--- config.mk ---
export PLATFORM = sky130hd
export DESIGN_NAME = brownout_monitor_control
export DESIGN_NICKNAME = d
export VERILOG_FILES = /design/src/verilog/brownout_monitor_control.v /design/src/verilog/level_sync3.v /design/src/verilog/sample_tick.v
export VERILOG_INCLUDE_DIRS = /design/src /design/src/verilog
export SDC_FILE = /design/constraint.sdc
export NUM_CORES = 1
export LEC_CHECK = 0
export ABC_AREA = 1
export BUFFER_PORTS_ARGS = -buffer_cell sky130_fd_sc_hd__buf_2
export CAP_MARGIN = 15
export CORE_MARGIN = 5
export CORE_UTILIZATION = 47
export CTS_CLUSTER_SIZE = 30
export DETAILED_ROUTE_END_ITERATION = 8
export PLACE_DENSITY_LB_ADDON = 0.12
export SETUP_SLACK_MARGIN = 0.3
export SLEW_MARGIN = 15
export SYNTH_ARGS = -nofsm -noshare
export SYNTH_HDL_FRONTEND = slang
export SYNTH_SLANG_ARGS = --single-unit
--- constraint.sdc ---
create_clock -name clk -period 2.1 [get_ports clk]
set_input_delay 0 -clock clk [delete_from_list [all_inputs] [get_ports clk]]
set_output_delay 0 -clock clk [all_outputs]
set_load 0.02 [all_outputs]
--- src/verilog/brownout_consts.vh ---
`ifndef BROWNOUT_CONSTS_VH
`define BROWNOUT_CONSTS_VH

// register indices, byte address is four times the index
`define IDX_MODE_CTRL      8'h00
`define IDX_THRESHOLD      8'h01
`define IDX_WARN_LEVEL     8'h08
`define IDX_IRQ_CTRL       8'h09
`define IDX_IRQ_FLAG       8'h0A
`define IDX_WARN_STATE     8'h0B
`define IDX_UNLOCK         8'h0C

// field positions
`define POS_SAMPLE_RATE    4
`define POS_ACTIVE_LO      2
`define POS_SLEEP_LO       0
`define POS_DIR_LO         1
`define POS_IRQ_EN         0
`define POS_IRQ_FLAG       0
`define POS_STATE          0

// mode codes
`define MODE_OFF           2'h0
`define MODE_ON            2'h1
`define MODE_SAMPLED       2'h2
`define MODE_ON_STALL      2'h3

// direction codes
`define DIR_FALLING        2'h0
`define DIR_RISING         2'h1
`define DIR_EITHER         2'h2

// reset values
`define RST_WARN_LEVEL     2'h0
`define RST_IRQ_CTRL       3'h0
`define RST_DIR_SEL        2'h0
`define RST_IRQ_EN         1'h0
`define RST_FLAG           1'h0
`define RST_STATE          1'h0

// unlock key and open window in clock cycles
`define UNLOCK_KEY         8'hA5
`define UNLOCK_WINDOW      3'h4

// timing
`define CLK_HZ             20000000
`define SAMPLE_FAST_HZ     1000
`define SAMPLE_SLOW_HZ     125
`define SAMPLE_FAST_CYCLES (`CLK_HZ / `SAMPLE_FAST_HZ)
`define SAMPLE_SLOW_CYCLES (`CLK_HZ / `SAMPLE_SLOW_HZ)

`endif

--- src/verilog/brownout_monitor_control.v ---
// The APB interface to the registers is this design's own decision.
`include "brownout_consts.vh"

module brownout_monitor_control #(
  parameter FAST_CYCLES = `SAMPLE_FAST_CYCLES,
  parameter SLOW_CYCLES = `SAMPLE_SLOW_CYCLES
) (
  // clock and reset
  input  wire        clk,
  input  wire        rst,
  // apb slave
  input  wire        psel,
  input  wire        penable,
  input  wire        pwrite,
  input  wire [7:0]  paddr,
  input  wire [31:0] pwdata,
  input  wire [3:0]  pstrb,
  output wire        pready,
  output wire        pslverr,
  output reg  [31:0] prdata,
  // configuration fuse; active mode and threshold caught while rst is high, sleep mode and sample rate in the first cycle after
  input  wire [1:0]  fuse_active_mode,
  input  wire [1:0]  fuse_sleep_mode,
  input  wire        fuse_sample_rate,
  input  wire [2:0]  fuse_threshold_code,
  // power state
  input  wire        deep_sleep,
  input  wire        monitor_ready,
  // comparator, asynchronous
  input  wire        supply_below_warning,
  // analog control
  output reg  [1:0]  monitor_mode,
  output reg         monitor_enable,
  output reg         monitor_sampled,
  output reg         sample_strobe,
  output reg  [2:0]  threshold_code,
  output reg  [1:0]  warning_margin_code,
  output reg         wake_stall,
  // interrupt
  output reg         warning_irq
);

  // register state
  reg  [1:0] active_mode_reg;
  reg  [1:0] sleep_mode_reg;
  reg  [1:0] sleep_mode_next;
  reg        sample_rate_select_reg;
  reg        sample_rate_select_next;
  reg  [2:0] threshold_code_reg;
  reg  [1:0] warning_margin_code_reg;
  reg  [1:0] warning_direction_select_reg;
  reg        warning_irq_enable_reg;
  reg        warning_irq_flag_reg;
  reg        warning_irq_flag_next;
  reg        warning_state_bit_reg;
  reg  [2:0] unlock_cnt_reg;
  reg        seen_reg;
  reg  [2:0] unlock_cnt_next;
  reg [31:0] rdata_next;

  // bus decode
  wire       setup_ph;
  wire       access_ph;
  wire       wr;
  wire [7:0] idx;
  wire       mapped;
  wire       lane0;
  wire       unlocked;
  wire       wr_mode;
  wire       wr_level;
  wire       wr_irq_ctrl;
  wire       wr_flag;
  wire       wr_unlock;

  // monitor path
  wire       below_sync;
  wire       tick;
  wire [1:0] cur_mode;
  wire       mon_on;
  wire       mon_samp;
  wire       take;
  wire       fell;
  wire       rose;
  reg        cross_hit;

  function is_reg;
    input [7:0] a;
    input [7:0] i;
    begin
      is_reg = (a[1:0] == 2'h0) && (a[7:2] == i[5:0]);
    end
  endfunction

  function known_idx;
    input [7:0] i;
    begin
      known_idx = (i == `IDX_MODE_CTRL) || (i == `IDX_THRESHOLD) ||
                  (i == `IDX_WARN_LEVEL) || (i == `IDX_IRQ_CTRL) ||
                  (i == `IDX_IRQ_FLAG) || (i == `IDX_WARN_STATE) ||
                  (i == `IDX_UNLOCK);
    end
  endfunction

  assign setup_ph  = psel && !penable;
  assign access_ph = psel && penable;
  assign wr        = access_ph && pwrite && lane0;
  assign idx       = {2'b00, paddr[7:2]};
  assign mapped    = (paddr[1:0] == 2'h0) && known_idx(idx);
  assign lane0     = pstrb[0];
  assign pready    = 1'b1;
  assign pslverr   = access_ph && !mapped;
  assign unlocked  = (unlock_cnt_reg != 3'h0);

  // write strobes per register
  assign wr_mode     = wr && is_reg(paddr, `IDX_MODE_CTRL);
  assign wr_level    = wr && is_reg(paddr, `IDX_WARN_LEVEL);
  assign wr_irq_ctrl = wr && is_reg(paddr, `IDX_IRQ_CTRL);
  assign wr_flag     = wr && is_reg(paddr, `IDX_IRQ_FLAG);
  assign wr_unlock   = wr && is_reg(paddr, `IDX_UNLOCK);

  // fuse copy while reset is held
  always @(posedge clk) begin
    if (rst) begin
      active_mode_reg    <= fuse_active_mode;
      threshold_code_reg <= fuse_threshold_code;
    end
  end

  // unlock window, closed by any mode write so one key opens one write
  always @* begin
    unlock_cnt_next = unlock_cnt_reg;
    if (wr_unlock && (pwdata[7:0] == `UNLOCK_KEY)) begin
      unlock_cnt_next = `UNLOCK_WINDOW;
    end else if (wr_mode) begin
      unlock_cnt_next = 3'h0;
    end else if (unlocked) begin
      unlock_cnt_next = unlock_cnt_reg - 3'h1;
    end
  end

  always @(posedge clk) begin
    if (rst) begin
      unlock_cnt_reg <= 3'h0;
    end else begin
      unlock_cnt_reg <= unlock_cnt_next;
    end
  end

  // protected fields
  always @* begin
    sleep_mode_next         = sleep_mode_reg;
    sample_rate_select_next = sample_rate_select_reg;
    if (wr_mode && unlocked) begin
      if (pwdata[`POS_SLEEP_LO+1:`POS_SLEEP_LO] != `MODE_ON_STALL) begin
        sleep_mode_next = pwdata[`POS_SLEEP_LO+1:`POS_SLEEP_LO];
      end
      sample_rate_select_next = pwdata[`POS_SAMPLE_RATE];
    end
  end

  always @(posedge clk) begin
    if (rst) begin
      sleep_mode_reg         <= 2'h0;
      sample_rate_select_reg <= 1'b0;
      seen_reg               <= 1'b0;
    end else if (!seen_reg) begin
      sleep_mode_reg         <= fuse_sleep_mode;
      sample_rate_select_reg <= fuse_sample_rate;
      seen_reg               <= 1'b1;
    end else begin
      sleep_mode_reg         <= sleep_mode_next;
      sample_rate_select_reg <= sample_rate_select_next;
    end
  end

  // plain registers
  always @(posedge clk) begin
    if (rst) begin
      warning_margin_code_reg      <= `RST_WARN_LEVEL;
      warning_direction_select_reg <= `RST_DIR_SEL;
      warning_irq_enable_reg       <= `RST_IRQ_EN;
    end else begin
      if (wr_level) begin
        warning_margin_code_reg <= pwdata[1:0];
      end
      if (wr_irq_ctrl) begin
        warning_direction_select_reg <= pwdata[`POS_DIR_LO+1:`POS_DIR_LO];
        warning_irq_enable_reg       <= pwdata[`POS_IRQ_EN];
      end
    end
  end

  // operating mode selection
  assign cur_mode = deep_sleep ? sleep_mode_reg : active_mode_reg;
  assign mon_on   = seen_reg && (cur_mode != `MODE_OFF);
  assign mon_samp = seen_reg && (cur_mode == `MODE_SAMPLED);

  always @(posedge clk) begin
    if (rst) begin
      monitor_mode        <= `MODE_OFF;
      monitor_enable      <= 1'b0;
      monitor_sampled     <= 1'b0;
      threshold_code      <= 3'h0;
      warning_margin_code <= 2'h0;
      wake_stall          <= 1'b0;
    end else begin
      // mode stays off until the fuse copy is complete
      monitor_mode        <= seen_reg ? cur_mode : `MODE_OFF;
      monitor_enable      <= mon_on;
      monitor_sampled     <= mon_samp;
      threshold_code      <= threshold_code_reg;
      warning_margin_code <= warning_margin_code_reg;
      wake_stall          <= seen_reg && !deep_sleep &&
                             (active_mode_reg == `MODE_ON_STALL) &&
                             !monitor_ready;
    end
  end

  // sample rate divider
  sample_tick #(
    .FAST_CYCLES (FAST_CYCLES),
    .SLOW_CYCLES (SLOW_CYCLES)
  ) u_tick (
    .clk  (clk),
    .rst  (rst),
    .run  (mon_samp),
    .slow (sample_rate_select_reg),
    .tick (tick)
  );

  always @(posedge clk) begin
    if (rst) begin
      sample_strobe <= 1'b0;
    end else begin
      sample_strobe <= tick;
    end
  end

  // comparator synchroniser
  level_sync3 u_sync (
    .clk  (clk),
    .rst  (rst),
    .din  (supply_below_warning),
    .dout (below_sync)
  );

  // warning follows the monitor mode
  assign take = mon_on && (!mon_samp || tick);
  assign fell = !warning_state_bit_reg && below_sync;
  assign rose = warning_state_bit_reg && !below_sync;

  always @* begin
    cross_hit = 1'b0;
    if (take) begin
      case (warning_direction_select_reg)
        `DIR_FALLING: cross_hit = fell && !mon_samp;
        `DIR_RISING:  cross_hit = rose;
        `DIR_EITHER:  cross_hit = (fell || rose) && !mon_samp;
        default:      cross_hit = 1'b0;
      endcase
    end
  end

  always @(posedge clk) begin
    if (rst) begin
      warning_state_bit_reg <= `RST_STATE;
    end else if (take) begin
      warning_state_bit_reg <= below_sync;
    end
  end

  // flag: set wins over clear
  always @* begin
    warning_irq_flag_next = warning_irq_flag_reg;
    if (wr_flag && pwdata[`POS_IRQ_FLAG]) begin
      warning_irq_flag_next = 1'b0;
    end
    if (cross_hit) begin
      warning_irq_flag_next = 1'b1;
    end
  end

  always @(posedge clk) begin
    if (rst) begin
      warning_irq_flag_reg <= `RST_FLAG;
      warning_irq         <= 1'b0;
    end else begin
      warning_irq_flag_reg <= warning_irq_flag_next;
      warning_irq         <= warning_irq_flag_next && warning_irq_enable_reg;
    end
  end

  // read word assembly; unaligned or unmapped reads give zero
  always @* begin
    rdata_next = 32'h00000000;
    if (paddr[1:0] == 2'h0) begin
      case (idx)
        `IDX_MODE_CTRL: begin
          rdata_next[`POS_SAMPLE_RATE]                = sample_rate_select_reg;
          rdata_next[`POS_ACTIVE_LO+1:`POS_ACTIVE_LO] = active_mode_reg;
          rdata_next[`POS_SLEEP_LO+1:`POS_SLEEP_LO]   = sleep_mode_reg;
        end
        `IDX_THRESHOLD: begin
          rdata_next[2:0] = threshold_code_reg;
        end
        `IDX_WARN_LEVEL: begin
          rdata_next[1:0] = warning_margin_code_reg;
        end
        `IDX_IRQ_CTRL: begin
          rdata_next[`POS_DIR_LO+1:`POS_DIR_LO] = warning_direction_select_reg;
          rdata_next[`POS_IRQ_EN]               = warning_irq_enable_reg;
        end
        `IDX_IRQ_FLAG: begin
          rdata_next[`POS_IRQ_FLAG] = warning_irq_flag_reg;
        end
        `IDX_WARN_STATE: begin
          rdata_next[`POS_STATE] = warning_state_bit_reg;
        end
        `IDX_UNLOCK: begin
          rdata_next[0] = unlocked;
        end
        default: begin
          rdata_next = 32'h00000000;
        end
      endcase
    end
  end

  // read data captured in the setup cycle
  always @(posedge clk) begin
    if (rst) begin
      prdata <= 32'h00000000;
    end else if (setup_ph && !pwrite) begin
      prdata <= rdata_next;
    end
  end

endmodule // brownout_monitor_control

--- src/verilog/level_sync3.v ---
module level_sync3 (
  // clock and reset
  input  wire clk,
  input  wire rst,
  // asynchronous level in, settled level out
  input  wire din,
  output reg  dout
);

  reg s1_reg;
  reg s2_reg;
  reg s3_reg;

  always @(posedge clk) begin
    if (rst) begin
      s1_reg <= 1'b0;
      s2_reg <= 1'b0;
      s3_reg <= 1'b0;
      dout   <= 1'b0;
    end else begin
      s1_reg <= din;
      s2_reg <= s1_reg;
      s3_reg <= s2_reg;
      if (s2_reg == s3_reg) begin
        dout <= s3_reg;
      end
    end
  end

endmodule // level_sync3

--- src/verilog/sample_tick.v ---
module sample_tick #(
  parameter FAST_CYCLES = 20000,
  parameter SLOW_CYCLES = 160000
) (
  // clock and reset
  input  wire clk,
  input  wire rst,
  // control
  input  wire run,
  input  wire slow,
  // one-cycle enable
  output reg  tick
);

  reg  [17:0] cnt_reg;
  wire [17:0] last;

  assign last = slow ? SLOW_CYCLES[17:0] - 18'h00001 : FAST_CYCLES[17:0] - 18'h00001;

  always @(posedge clk) begin
    if (rst || !run) begin
      cnt_reg <= 18'h00000;
      tick    <= 1'b0;
    end else if (cnt_reg >= last) begin
      cnt_reg <= 18'h00000;
      tick    <= 1'b1;
    end else begin
      cnt_reg <= cnt_reg + 18'h00001;
      tick    <= 1'b0;
    end
  end

endmodule // sample_tick

## Word-level counts from Yosys, hierarchy flattened

Cells that the tools add are included.

| operators by class | value |
|---|---|
| mux-type cells | 21 |
| bitwise logic cells | 1 |
| reduce and logical (&&, ||, !) cells | 59 |
| add/subtract/negate cells | 2 |
| $lt $le $gt $ge | 1 |
| equality and inequality tests | 15 |

Operators with widths:

| cell | number |
|---|---|
| $logic_and 1x1->1 | 31 |
| $eq 6x4->1 const B | 5 |
| $add 18x1->18 const B | 1 |
| $ge 18x18->1 | 1 |
| $mux 18 | 1 |
| $mux 2 | 5 |
| $logic_or 1x1->1 | 9 |
| $mux 3 | 3 |
| $eq 8x8->1 const B | 1 |
| $logic_not 1->1 | 8 |
| $logic_not 8->1 | 1 |
| $mux 1 | 7 |
| $pmux 1 s7 | 1 |
| $eq 2x2->1 const B | 3 |
| $eq 6x1->1 const B | 1 |
| $logic_not 6->1 | 1 |
| $pmux 1 s3 | 2 |
| $reduce_bool 3->1 | 2 |
| $mux 5 | 1 |
| $logic_not 2->1 | 2 |
| $ne 2x1->1 const B | 2 |
| $pmux 1 s4 | 1 |
| $reduce_or 2->1 | 2 |
| $reduce_or 3->1 | 1 |
| 7 further kinds | 7 |

| word-level totals | value |
|---|---|
| register bits after elaboration | 86 |
| output and inout bits | 46 |
| input bits | 60 |

## Logic depth before layout (Yosys ltp)

| logic depth | value |
|---|---|
| depth in word-level cells | 10 |
| gate-level depth with buffers | 12 |
| depth with buffers taken out | 12 |

## By module

Synthesis repeated with hierarchy kept, for this count alone.

| second synthesis, totals | value |
|---|---|
| cells, all modules | 448 |
| area total of the unflattened synthesis | 3318.2 µm² |

Modules (own cells, without submodules):

| module | area each (µm²) | cells an instance | instances | sequential area each (µm²) |
|---|---|---|---|---|
| brownout_monitor_control | 1954.4 | 266 | 1 | 770.7 |
| sample_tick | 1242.4 | 169 | 1 | 380.4 |
| level_sync3 | 121.4 | 13 | 1 | 80.1 |

## Worst setup path before layout

OpenSTA, ideal clock, no wires.

| timing | value |
|---|---|
| path kind | register to register |
| from | reg sample_rate_select_reg |
| to | reg u_tick.cnt_reg[16] |
| stages on the path, launching flop included | 10 |
| library setup time | 0.062 ns |
| period minus slack after synthesis | 1.672 ns |
| data arrival time | 1.611 ns |
| data required time | 2.038 ns |
| path slack | 0.428 ns |
| cells stage by stage | dfxtp_1 inv_1 ha_1 nand2_1 o21bai_1 a21oi_1 nor2_1 nand3_4 buf_8 nor2_4 |

| on the way | value |
|---|---|
| word-level cells in the longest chain between the ends | 3 |

RTL lines:

| element | line | RTL |
|---|---|---|
| from (decl) | brownout_monitor_control.v:47 | `reg sample_rate_select_reg;` |
| from (signal assigned) | brownout_monitor_control.v:168 | `sample_rate_select_reg <= fuse_sample_rate;` |
| from (signal assigned) | brownout_monitor_control.v:172 | `sample_rate_select_reg <= sample_rate_select_next;` |
| $mux 18 | sample_tick.v:18 | `assign last = slow ? SLOW_CYCLES[17:0] - 18'h00001 : FAST_CYCLES[17:0] - 18'h00001;` |
| $ge 18x18->1 | sample_tick.v:24 | `end else if (cnt_reg >= last) begin` |
| $reduce_or 2->1 (no line) | - |  |
| to (signal assigned) | sample_tick.v:28 | `cnt_reg <= cnt_reg + 18'h00001;` |
| to (decl) | sample_tick.v:15 | `reg [17:0] cnt_reg;` |

Every way passes these cells.
A chain may end at the register's enable or synchronous reset.

## Worst setup path in the final report

| timing | value |
|---|---|
| from | reg sample_rate_select_reg |
| to | reg u_tick.cnt_reg[13] |

The elaborated chain is that of the path after synthesis.

==> impl_results.md <==
* CP Depth at 10
* Synth-to-Final Area Change at 20.3%
* Core Area at 6720 um2
* Sequential fraction of design power at 0.456
* Post-route ant nets at 0
* CP peak stage delay at 0.33 ns
* Reg2reg path depth at 10
* Dpl ws at 0.302 ns
* Switch Pwr at 0.722 mW
* Largest register FFs at 18
* Num rows at 30
* Pwr/cell area at 691 nW/um2
* Worst r2r dst: u_tick.cnt_reg[13]
* Outcome: finished clean
* Initial core utilization at 0.476
* Period utilisation layout at 0.795
* Final wirelength at 7.29 mm
* DRT Pass-1 Iters at 5
* Global route overflow at 0
* H-tree depth at 3
* Peak supply drop at 0.000458 V
* CP Buf/Inv Count at 3
* Vias in the first global route at 2699
* CTS Buffer Depth at 2
* WS Path Type: reg2reg
* Unrepaired setup endpoints after global routing: no
* CP endpoint kind: flip-flop
* DRC at 0
* Max Freq at 0.599 GHz
* Hold Path Depth at 3
* Number of fill cells at 644
* Slowest stage cell on the critical path: dfxtp_2
* CTS tree: yes
* Final WS setup at 0.430 ns
* Hold Crit Class: in2reg
* Die area at 8550 um2
* WHS at 0.0184 ns
* Startpoint of the worst hold path: pwdata[2]
* Inst Count DP at 551
* TritonCTS Sinks at 59
* Gate count of the mapped netlist at 425
* Proportion of layout cells with a drive suffix above 1 at 0.204
* Global-route wire length before repair at 12.3 mm
* Setup Skew at 0.00785 ns
* Yosys cell types at 38
* Largest delay share family, worst path: compound AO/OA/AOI/OAI gates
* Final slew viol count at 0
* Comb power frac at 0.144
* Reg-to-reg setup timing slack at 0.43 ns
* Via count at 2785
* Worst R2R Start: sample_rate_select_reg
* WL/cell at 12.5 um
* Syn avg cell area at 7.52 um2
* Crit path launch type: flip-flop
* DR iter-0 viols at 125
* Setup violators final at 0
* Power, Total at 2.66 mW
* CTS Root Cell: clkbuf_8
* Clk pwr share at 0.400
* RD Place Congestion at 0.862
* Die height at 92.5 um
* Sw Share at 0.272
* CP Cell Sequence: buf_4 > ha_4 > nand2_1 > inv_1 > o21bai_1 > a21oi_2 > nor2_4 > buf_6 > nand3_4 > a21oi_1
* Finished Layout Cells at 584
* Area leader, netlist: dfxtp_1
* Crit path DAT at 1.94 ns
* Hold Violations, Final at 0
* Nets@finish at 573
* Initial antenna violation count at 0
* Max Cap Viol at 0
* Die X-Extent at 92.5 um
* Mapped cell area at 3200 um2
* Largest net degree at the start of global routing at 23
* PortBufs at 50
* Synth area leaders: dfxtp_1, nand2_1, nor2_1
* Fraction of registers with async set/reset at 0
* N_diodes at 0
* Dpl hpwl at 5.23 mm
* Top-area cell type share of the netlist area at 0.338
* Sequential area share after synthesis at 0.385
* CP Max Fanout at 5
* Gr usage total at 0.178
* Number of I/O pins at 106
* Final TNS setup at 0 ns
* CTS buffer count at 9
* Seq cells post-synth at 59
* Post-synth EDFFs at 5
* Internal power at 1.93 mW
* Top FF cell, synth: dfxtp_1
* Fin crit period at 1.67 ns
* Pleak at 1.70 nW
* Hold Path End: warning_direction_select_reg[1]
* Skew-Pair Late Insertion Delay at 0.34 ns
* Crit path required time at 2.37 ns
* CTS clk-pin slew, worst paths at 0.07 ns
* YS warnings at 0
* Vias per std cell at 4.77
layout by cell type, fill, tap and decap left out, drive strengths merged:
cell type,netlist,final
or2,2,2
nand4,9,9
nor3,7,7
a32oi,1,1
clkbuf,4,12
dlygate4sd3,0,12
conb,2,28
edfxtp,5,5
nand2,85,85
nor4,1,1
nand3,26,29
a211oi,2,2
dfxtp,54,54
nor2,69,69
o21bai,1,1
a21boi,1,1
nor4b,1,1
buf,30,56
clkinv,0,3
o31ai,1,1
inv,53,53
o21ai,15,15
xnor2,3,3
xor2,8,8
ha,14,14
a21oi,27,27
mux2i,2,2
bufinv,0,1
nand3b,2,2
worst register-to-register path, stage by stage, from the launching register on:
cell and delay (ns):
dfxtp_2 0.33, buf_4 0.16, ha_4 0.24, nand2_1 0.06
inv_1 0.04, o21bai_1 0.17, a21oi_2 0.10, nor2_4 0.13
buf_6 0.14, nand3_4 0.11, a21oi_1 0.12
kinds of logic after synthesis:
logic type,share of synthesized area
buf+inv,0.146
compound gates,0.0814
other cells,0.00235
xor+xnor,0.0302
simple gates,0.294
flops,0.385
fa+ha+maj,0.0548
mux,0.00626
cell type report:
type / count / area [um2] / share of cell area
Multi-Input combinational cell: 308 / 1690 / 0.439
Tap cell: 80 / 100 / 0.0260
Inverter: 53 / 199 / 0.0518
Clock inverter: 4 / 48.8 / 0.0127
Clock buffer: 12 / 155 / 0.0404
Sequential cell: 59 / 1230 / 0.321
Timing Repair Buffer: 68 / 419 / 0.109
metrics by stage:
| step | cell area (um2) | util |
|---|---|---|
| 2_1_floorplan | 3290 | - |
| 3_3_place_gp | 3410 | 0.507 |
| 3_5_place_dp | 3410 | 0.507 |
| 4_1_cts | 3750 | 0.558 |
| 5_1_grt | 3840 | 0.572 |
| 6_report | 3840 | 0.572 |
cell usage after synthesis (3+ instances only):
library cell	instances
xnor2_1	3
nand2_2	5
nor3_1	5
nor2_1	60
a21oi_1	27
dfxtp_1	54
nor2_4	3
nand4_1	9
nand2_1	80
edfxtp_1	5
inv_1	52
nor2_2	6
xor2_1	8
nand3_1	23
ha_1	14
buf_4	29
o21ai_0	13
repair_timing:
action	4_1_cts	5_1_grt
cloned	1	2
setup buffers	0	2
gates resized for setup	2	12
hold endpoints to repair	13	0
hold buffers	12	0
pin swaps	1	5
endpoints found under the setup margin	6	19
power by group through the flow:
stage | Sequential (mW) | Clock (mW) | Combinational [mW]
2_1_floorplan | 1.24 | 0 | 0.301
3_3_place_gp | 1.23 | 0 | 0.351
3_5_place_dp | 1.23 | 0 | 0.361
4_1_cts | 1.21 | 1.09 | 0.382
5_1_grt | 1.21 | 1.14 | 0.437
6_report | 1.21 | 1.06 | 0.384
how the worst max path moves through the flow:
stage | start | endpoint | slack, ns
CTS | sample_rate_select_reg | u_tick.cnt_reg[10] | 0.32
global placement | sample_rate_select_reg | u_tick.cnt_reg[8] | 0.35
detailed placement | sample_rate_select_reg | u_tick.cnt_reg[17] | 0.30
global route | sample_rate_select_reg | u_tick.cnt_reg[3] | 0.30
floorplan | sample_rate_select_reg | u_tick.cnt_reg[16] | 0.43
finish | sample_rate_select_reg | u_tick.cnt_reg[13] | 0.43
per-layer routing:
metal	track usage	wire (um)	part of all wire	up-vias
li1	-	-	-	1464
met1	0.228	3360	0.46	1225
met2	0.289	3320	0.45	86
met3	0.0471	495	0.068	10
met4	0.0644	116	0.016	0
met5	0	0	0	-
(Power assumes the default switching activity.)
